File: src/eim_regs.vh
// Register map and field layout of the Ethernet interrupt enable block.
// Assumes a 32-bit APB with one aligned word per register.
`ifndef EIM_REGS_VH
`define EIM_REGS_VH

`define EIM_ADDR_W         12
`define EIM_OFS_ENABLE     12'h000
`define EIM_OFS_STATUS     12'h004
`define EIM_OFS_CLEAR      12'h008
`define EIM_OFS_EVENT      12'h00C

`define EIM_BIT_TXBUSERR   14
`define EIM_BIT_RXBUSERR   13
`define EIM_BIT_EMPTYLVL   9
`define EIM_BIT_FULLLVL    8
`define EIM_BIT_RECEIVE_COMPLETE_EVENT     7
`define EIM_BIT_PKTWAIT    6
`define EIM_BIT_RECEIVE_ACTIVITY_EVENT      5
`define EIM_BIT_TRANSMIT_COMPLETE_EVENT     3
`define EIM_BIT_TXCANCEL   2
`define EIM_BIT_NORXBUF    1
`define EIM_BIT_RXOVERRUN  0

`define EIM_EN_MASK        32'h000063EF
`define EIM_TX_MASK        32'h0000400C
`define EIM_RX_MASK        32'h000023E3
`define EIM_RESET_VALUE    32'h00000000

`endif

File: src/eim_top.v
// How it works
// - Bit 14 gates transmit bus error interrupt.
// - Bit 13 gates receive bus error interrupt.
// - Bit 9 gates empty watermark interrupt.
// - Bit 8 gates full watermark interrupt.
// - Bit 7 gates receive done interrupt.
// - Bit 6 gates packet pending interrupt.
// - Bit 5 gates receive activity interrupt.
// - Bit 3 gates transmit done interrupt.
// - Bit 2 gates transmit abort interrupt.
// - Bit 1 gates no receive buffer interrupt.
// - Bit 0 gates receive overflow interrupt.
// - Unassigned bits ignore writes, read zero.
// - Transmit enables affect transmit operations only.
// - Receive enables affect receive operations only.
//
// Top of the Ethernet interrupt enable block with its APB slave.
// Assumes event inputs are one-cycle pulses synchronous to CLK.
`timescale 1ns/100ps
`include "eim_regs.vh"

module eim_top (
  input  wire        CLK,                         // 10 MHz clock
  input  wire        RST_N,                       // async reset, low
  input  wire        PSEL,                        // APB select
  input  wire        PENABLE,                     // APB enable
  input  wire        PWRITE,                      // APB direction
  input  wire [11:0] PADDR,                       // APB byte address
  input  wire [31:0] PWDATA,                      // APB write data
  output reg  [31:0] PRDATA,                      // APB read data
  output reg         PREADY,                      // APB ready
  output reg         PSLVERR,                     // APB error
  input  wire        TX_ACTIVE,                   // transmit in progress
  input  wire        RX_ACTIVE,                   // receive in progress
  input  wire        TRANSMIT_BUS_FAULT,          // event pulse
  input  wire        RECEIVE_BUS_FAULT,           // event pulse
  input  wire        EMPTY_LEVEL_EVENT,           // event pulse
  input  wire        FULL_LEVEL_EVENT,            // event pulse
  input  wire        RECEIVE_COMPLETE_EVENT,      // event pulse
  input  wire        PACKET_WAITING_EVENT,        // event pulse
  input  wire        RECEIVE_ACTIVITY_EVENT,      // event pulse
  input  wire        TRANSMIT_COMPLETE_EVENT,     // event pulse
  input  wire        TRANSMIT_CANCEL_EVENT,       // event pulse
  input  wire        NO_RECEIVE_BUFFER_EVENT,     // event pulse
  input  wire        RECEIVE_FIFO_OVERRUN_EVENT,  // event pulse
  output reg         IRQ                          // interrupt level
);
  localparam ST_IDLE = 2'b01;
  localparam ST_RESP = 2'b10;

  reg  [1:0]  state;
  reg  [1:0]  next_state;
  reg  [31:0] enable_reg;
  reg  [31:0] clear_strobe;
  reg  [31:0] next_prdata;
  reg         next_pslverr;
  reg  [31:0] events;
  wire [31:0] flags;
  wire        request;
  wire        setup;

  function is_mapped;
    input [11:0] addr;
    begin
      is_mapped = (addr == `EIM_OFS_ENABLE) || (addr == `EIM_OFS_STATUS) ||
                  (addr == `EIM_OFS_CLEAR) || (addr == `EIM_OFS_EVENT);
    end
  endfunction

  always @* begin
    events = 32'h00000000;
    events[`EIM_BIT_TXBUSERR]  = TRANSMIT_BUS_FAULT;
    events[`EIM_BIT_RXBUSERR]  = RECEIVE_BUS_FAULT;
    events[`EIM_BIT_EMPTYLVL]  = EMPTY_LEVEL_EVENT;
    events[`EIM_BIT_FULLLVL]   = FULL_LEVEL_EVENT;
    events[`EIM_BIT_RECEIVE_COMPLETE_EVENT]    = RECEIVE_COMPLETE_EVENT;
    events[`EIM_BIT_PKTWAIT]   = PACKET_WAITING_EVENT;
    events[`EIM_BIT_RECEIVE_ACTIVITY_EVENT]     = RECEIVE_ACTIVITY_EVENT;
    events[`EIM_BIT_TRANSMIT_COMPLETE_EVENT]    = TRANSMIT_COMPLETE_EVENT;
    events[`EIM_BIT_TXCANCEL]  = TRANSMIT_CANCEL_EVENT;
    events[`EIM_BIT_NORXBUF]   = NO_RECEIVE_BUFFER_EVENT;
    events[`EIM_BIT_RXOVERRUN] = RECEIVE_FIFO_OVERRUN_EVENT;
  end

  eim_sticky #(
    .WIDTH (32)
  ) u_sticky (
    .clk      (CLK),
    .rst_n    (RST_N),
    .set_bits (events),
    .clr_bits (clear_strobe),
    .flags    (flags)
  );

  eim_gate u_gate (
    .flags     (flags),
    .enables   (enable_reg),
    .tx_active (TX_ACTIVE),
    .rx_active (RX_ACTIVE),
    .request   (request)
  );

  // Setup phase: answer one cycle later with PREADY for one cycle.
  assign setup = PSEL && !PENABLE && (state == ST_IDLE);

  always @* begin
    case (state)
      ST_IDLE: begin
        next_state = setup ? ST_RESP : ST_IDLE;
      end
      ST_RESP: begin
        next_state = ST_IDLE;
      end
      default: begin
        next_state = ST_IDLE;
      end
    endcase
  end

  always @* begin
    next_prdata  = 32'h00000000;
    next_pslverr = 1'b0;
    if (setup && !PWRITE) begin
      case (PADDR)
        `EIM_OFS_ENABLE: begin
          next_prdata = enable_reg & `EIM_EN_MASK;
        end
        `EIM_OFS_STATUS: begin
          next_prdata = flags;
        end
        `EIM_OFS_EVENT: begin
          next_prdata = flags & enable_reg;
        end
        default: begin
          next_prdata = 32'h00000000;
        end
      endcase
    end
    if (setup && !is_mapped(PADDR)) begin
      next_pslverr = 1'b1;
    end
  end

  always @(posedge CLK or negedge RST_N) begin
    if (!RST_N) begin
      state        <= ST_IDLE;
      enable_reg   <= `EIM_RESET_VALUE;
      clear_strobe <= 32'h00000000;
      PRDATA       <= 32'h00000000;
      PREADY       <= 1'b0;
      PSLVERR      <= 1'b0;
      IRQ          <= 1'b0;
    end else begin
      state        <= next_state;
      clear_strobe <= 32'h00000000;
      PREADY       <= setup;
      PSLVERR      <= next_pslverr;
      PRDATA       <= next_prdata;
      if (setup && PWRITE && (PADDR == `EIM_OFS_ENABLE)) begin
        // Bits 14,13,9..5,3..0 are kept; the rest are dropped.
        enable_reg <= PWDATA & `EIM_EN_MASK;
      end
      if (setup && PWRITE && (PADDR == `EIM_OFS_CLEAR)) begin
        clear_strobe <= PWDATA & `EIM_EN_MASK;
      end
      IRQ <= request;
    end
  end
endmodule

File: src/eim_sticky.v
// Sticky event latches: an event sets its bit, a write of one clears it.
// Assumes events and clears are synchronous to CLK.
`timescale 1ns/100ps
`include "eim_regs.vh"

module eim_sticky #(
  parameter WIDTH = 32
) (
  input  wire             clk,        // clock
  input  wire             rst_n,      // async reset, low
  input  wire [WIDTH-1:0] set_bits,   // event pulses
  input  wire [WIDTH-1:0] clr_bits,   // clear strobes
  output reg  [WIDTH-1:0] flags       // sticky flags
);
  genvar i;
  generate
    for (i = 0; i < WIDTH; i = i + 1) begin : g_bit
      // Set wins over a clear in the same cycle.
      always @(posedge clk or negedge rst_n) begin
        if (!rst_n) begin
          flags[i] <= 1'b0;
        end else if (set_bits[i]) begin
          flags[i] <= 1'b1;
        end else if (clr_bits[i]) begin
          flags[i] <= 1'b0;
        end
      end
    end
  endgenerate
endmodule

File: src/eim_gate.v
// Gates event flags with their enable bits into one request level.
// Assumes flags and enables are registered upstream.
`timescale 1ns/100ps
`include "eim_regs.vh"

module eim_gate (
  input  wire [31:0] flags,      // event flags
  input  wire [31:0] enables,    // enable bits
  input  wire        tx_active,  // transmit path in use
  input  wire        rx_active,  // receive path in use
  output wire        request     // gated request
);
  wire [31:0] tx_gate;
  wire [31:0] rx_gate;

  // Transmit enables act only while transmitting.
  assign tx_gate = {32{tx_active}} & `EIM_TX_MASK;
  // Receive enables act only while receiving.
  assign rx_gate = {32{rx_active}} & `EIM_RX_MASK;
  assign request = |(flags & enables & (tx_gate | rx_gate));
endmodule

File: config.mk
export PLATFORM = sky130hd
export DESIGN_NAME = eim_top
export DESIGN_NICKNAME = d
export VERILOG_FILES = /design/src/eim_top.v /design/src/eim_sticky.v /design/src/eim_gate.v
export VERILOG_INCLUDE_DIRS = /design/src
export SDC_FILE = /design/constraint.sdc
export NUM_CORES = 1
export LEC_CHECK = 0
export BUFFER_PORTS_ARGS = -buffer_cell sky130_fd_sc_hd__buf_2
export CAP_MARGIN = 20
export CORE_ASPECT_RATIO = 1.5
export CORE_MARGIN = 3
export CORE_UTILIZATION = 50
export CTS_BUF_LIST = sky130_fd_sc_hd__clkbuf_8 sky130_fd_sc_hd__clkbuf_16
export DETAILED_ROUTE_END_ITERATION = 12
export GPL_TIMING_DRIVEN = 0
export PLACE_DENSITY = 0.9
export SLEW_MARGIN = 20
export SYNTH_ARGS = -nofsm -noshare
export SYNTH_HDL_FRONTEND = slang
export SYNTH_SLANG_ARGS = --single-unit
File: constraint.sdc
create_clock -name CLK -period 3.85 [get_ports CLK]
set_clock_uncertainty 0.1 [all_clocks]
set_input_delay 0.77 -clock CLK [delete_from_list [all_inputs] [get_ports CLK]]
set_output_delay 0.77 -clock CLK [all_outputs]
set_load 0.05 [all_outputs]
==> run_results.csv <==
group,metric,value,unit
outcome,status,"complete, no violations",
grt,antenna_found_initial,0,
placement,place_congestion,0.7573,
clock_network,cts_tree,"done",
logic_synthesis,ys_seq_elements,49,
finish,stdcell_count,305,
clock_network,clk_path_buf_depth,2,
setup_path,end_kind,"flop",
finish,fin_util,66.56,%
grt,grt_pass1_wl,7.086,mm
clock_network,cts.sinks,49,
setup_path,crit_type,"input pin to flop",
logic_synthesis,avgSynthCellArea,12.27,um^2
logic_synthesis,netlist_instances,178,
finish,insertedDiodeCount,0,
grt,grt.overflow.total,0,
setup_path,critPathLaunchType,"input pin",
clock_network,root_buffer,"clkbuf_8",
power,cellPowerDensity,374.3,nW/um^2
setup_path,crit_arrival,2.24,ns
clock_network,h-tree-depth,2,
timing,rsz0062_at_grt,"no",
run,maxCapViolations,0,
route,wl_per_cell,13.95,um
clock_network,cts-resized-gates,0,
placement,dp.final_hpwl,3.104,mm
die,start_util,53.76,%
clock_network,worstSkewPairLatency,0.30,ns
finish,layout.nets,321,
timing,setup_tns,0,ns
logic_synthesis,yosys-top-cells-count,"48 x dfrtp_1, 21 x buf_4, 14 x inv_1, 14 x nor2_1",
route,drt_pass1_iterations,4,
die,pin_count,97,
logic_synthesis,yosysTopAreaCellShare,54.98,%
grt,grt_pass1_vias,1581,
clock_network,cts.clk_slew.worst_paths,0.09,ns
power,leakage,1.363,nW
logic_synthesis,yosys.area.top_type,"dfrtp_1",
logic_synthesis,yosys.cell_types.count,27,
placement,port_buffers,54,
timing,setup_viol,0,
grt,grt_max_degree,50,
grt,track_usage,18.25,%
power,vdd_ir_drop_max,0.4165,mV
timing,worst_pin_slew,0.6018,ns
placement,dp.cells,297,
logic_synthesis,synth_most_common_cell,"dfrtp_1",
logic_synthesis,synth_edf_count,0,
die,die_w,59.97,um
timing,max_freq,0.4640,GHz
route,routed_wl,4.256,mm
finish,areaGrowthSynthToFinish,23.83,%
die,dieArea,5215,um^2
logic_synthesis,yosys-top-cells-area,"dfrtp_1 55%, buf_4 7.2%, mux2_4 6.9%, a32oi_1 4.4%, a21o_1 3.8%",
logic_synthesis,synth_area,2185,um^2
timing,min_period_over_period,55.97,%
die,core-area,4064,um^2
logic_synthesis,async_flop_share,100.0,%
route,drtIter0Drc,49,
route,ant_nets,0,
die,rows,28,
clock_network,ctsHoldBuffers,0,
timing,period_minus_slack,2.155,ns
route,drc,0,
route,num_vias,1552,
logic_synthesis,synthFlopType,"dfrtp_1",
timing,relSlewSlack,59.88,%
min_path,min_path_type,"flop to flop",
clock_network,cts_setup_buffers,0,
die,die_h,86.96,um
logic_synthesis,yosysWarnings,0,
setup_path,cp.required,3.93,ns
setup_path,cp_max_fo,10,
timing,finalHoldViolCount,0,
timing,slew_viol_final,0,
route,viasPerCell,5.089,
finish,drive_gt1_share,38.46,%
logic_synthesis,synth-seq-area-share,56.19,%
clock_network,cts_made_buffers,5,
## critical path: stages
cell and delay, ns:
buf_2 0.11, nor4_4 0.32, nand4_2 0.17, nor4b_4 0.32
buf_6 0.23, mux2_4 0.31
## cells in the final DEF, fill, tap and decap left out, types with 2 or more instances in the layout
cell / synthesis / routed
clkbuf_1: 5 / 5
buf_4: 21 / 22
buf_2: 0 / 53
a22oi_1: 4 / 4
inv_1: 14 / 15
nor4_4: 2 / 2
conb_1: 1 / 21
and2_1: 11 / 11
mux2_4: 10 / 10
nand2b_1: 11 / 11
a21o_1: 11 / 11
clkbuf_8: 0 / 6
dfrtp_1: 48 / 48
nor2_1: 14 / 14
a32oi_1: 11 / 11
nand4_1: 2 / 2
## metrics by stage
stage	hold slack (ns)	total power [mW]	worst slack, ns	instance area, um^2
after CTS	0.3463	1.021	1.679	2703
after global routing	0.3576	1.049	1.586	2705
after detailed placement	0.3304	0.6526	1.360	2586
after floorplan	0.2998	0.6118	1.601	2260
after global placement	0.3181	0.6500	1.390	2586
final	0.3563	1.012	1.695	2705
## routing by layer
layer	GRT usage (%)	up-vias	part of all wire (%)
li1	-	729	-
met1	19.78	758	37
met2	32.19	58	54
met3	5.193	7	6.9
met4	7.661	0	1.8
met5	0	-	0
## path summary, 6_finish.rpt
kind / start / endpoint / slack, ns / depth (start not counted)
setup / recovery: PADDR[1] / enable_reg[1] / 1.69 / 6
hold / removal: state[1] / state[1] / 0.36 / 1
setup reg to reg: state[0] / enable_reg[1] / 1.84 / 5
hold reg to reg: state[1] / state[1] / 0.36 / 1
max in group asynchronous: RST_N / PRDATA[9] / 2.87 / 1
min in group asynchronous: RST_N / state[1] / 0.37 / 1
## logic make-up (layout without fill, tap and decap cells)
kind of cell	Yosys count	count (layout)	share of synthesized area (%)
other cells	1	21	0.1717
simple gates	46	46	14.32
flops	49	49	56.19
compound gates	30	30	10.94
buf+inv	41	103	11.00
mux	11	11	7.388
## cell type report
class                           instances  area [um^2]
Fill cell                             324         1359
Sequential cell                        49         1227
Multi-Input combinational cell        108        792.0
Timing Repair Buffer                   54        272.8
Buffer                                 27        187.7
Clock buffer                            6        82.58
Tap cell                               45        56.30
Inverter                               14        52.55
Clock inverter                          2        33.78
## power by group
group | switching [mW] | total [mW] | leakage, nW | internal (mW)
Clock | 0.160 | 0.369 | 0.0626 | 0.209
Combinational | 0.0857 | 0.125 | 0.678 | 0.0397
Sequential | 0.00106 | 0.518 | 0.622 | 0.517
No activity file was read; power rests on OpenSTA's default activity.
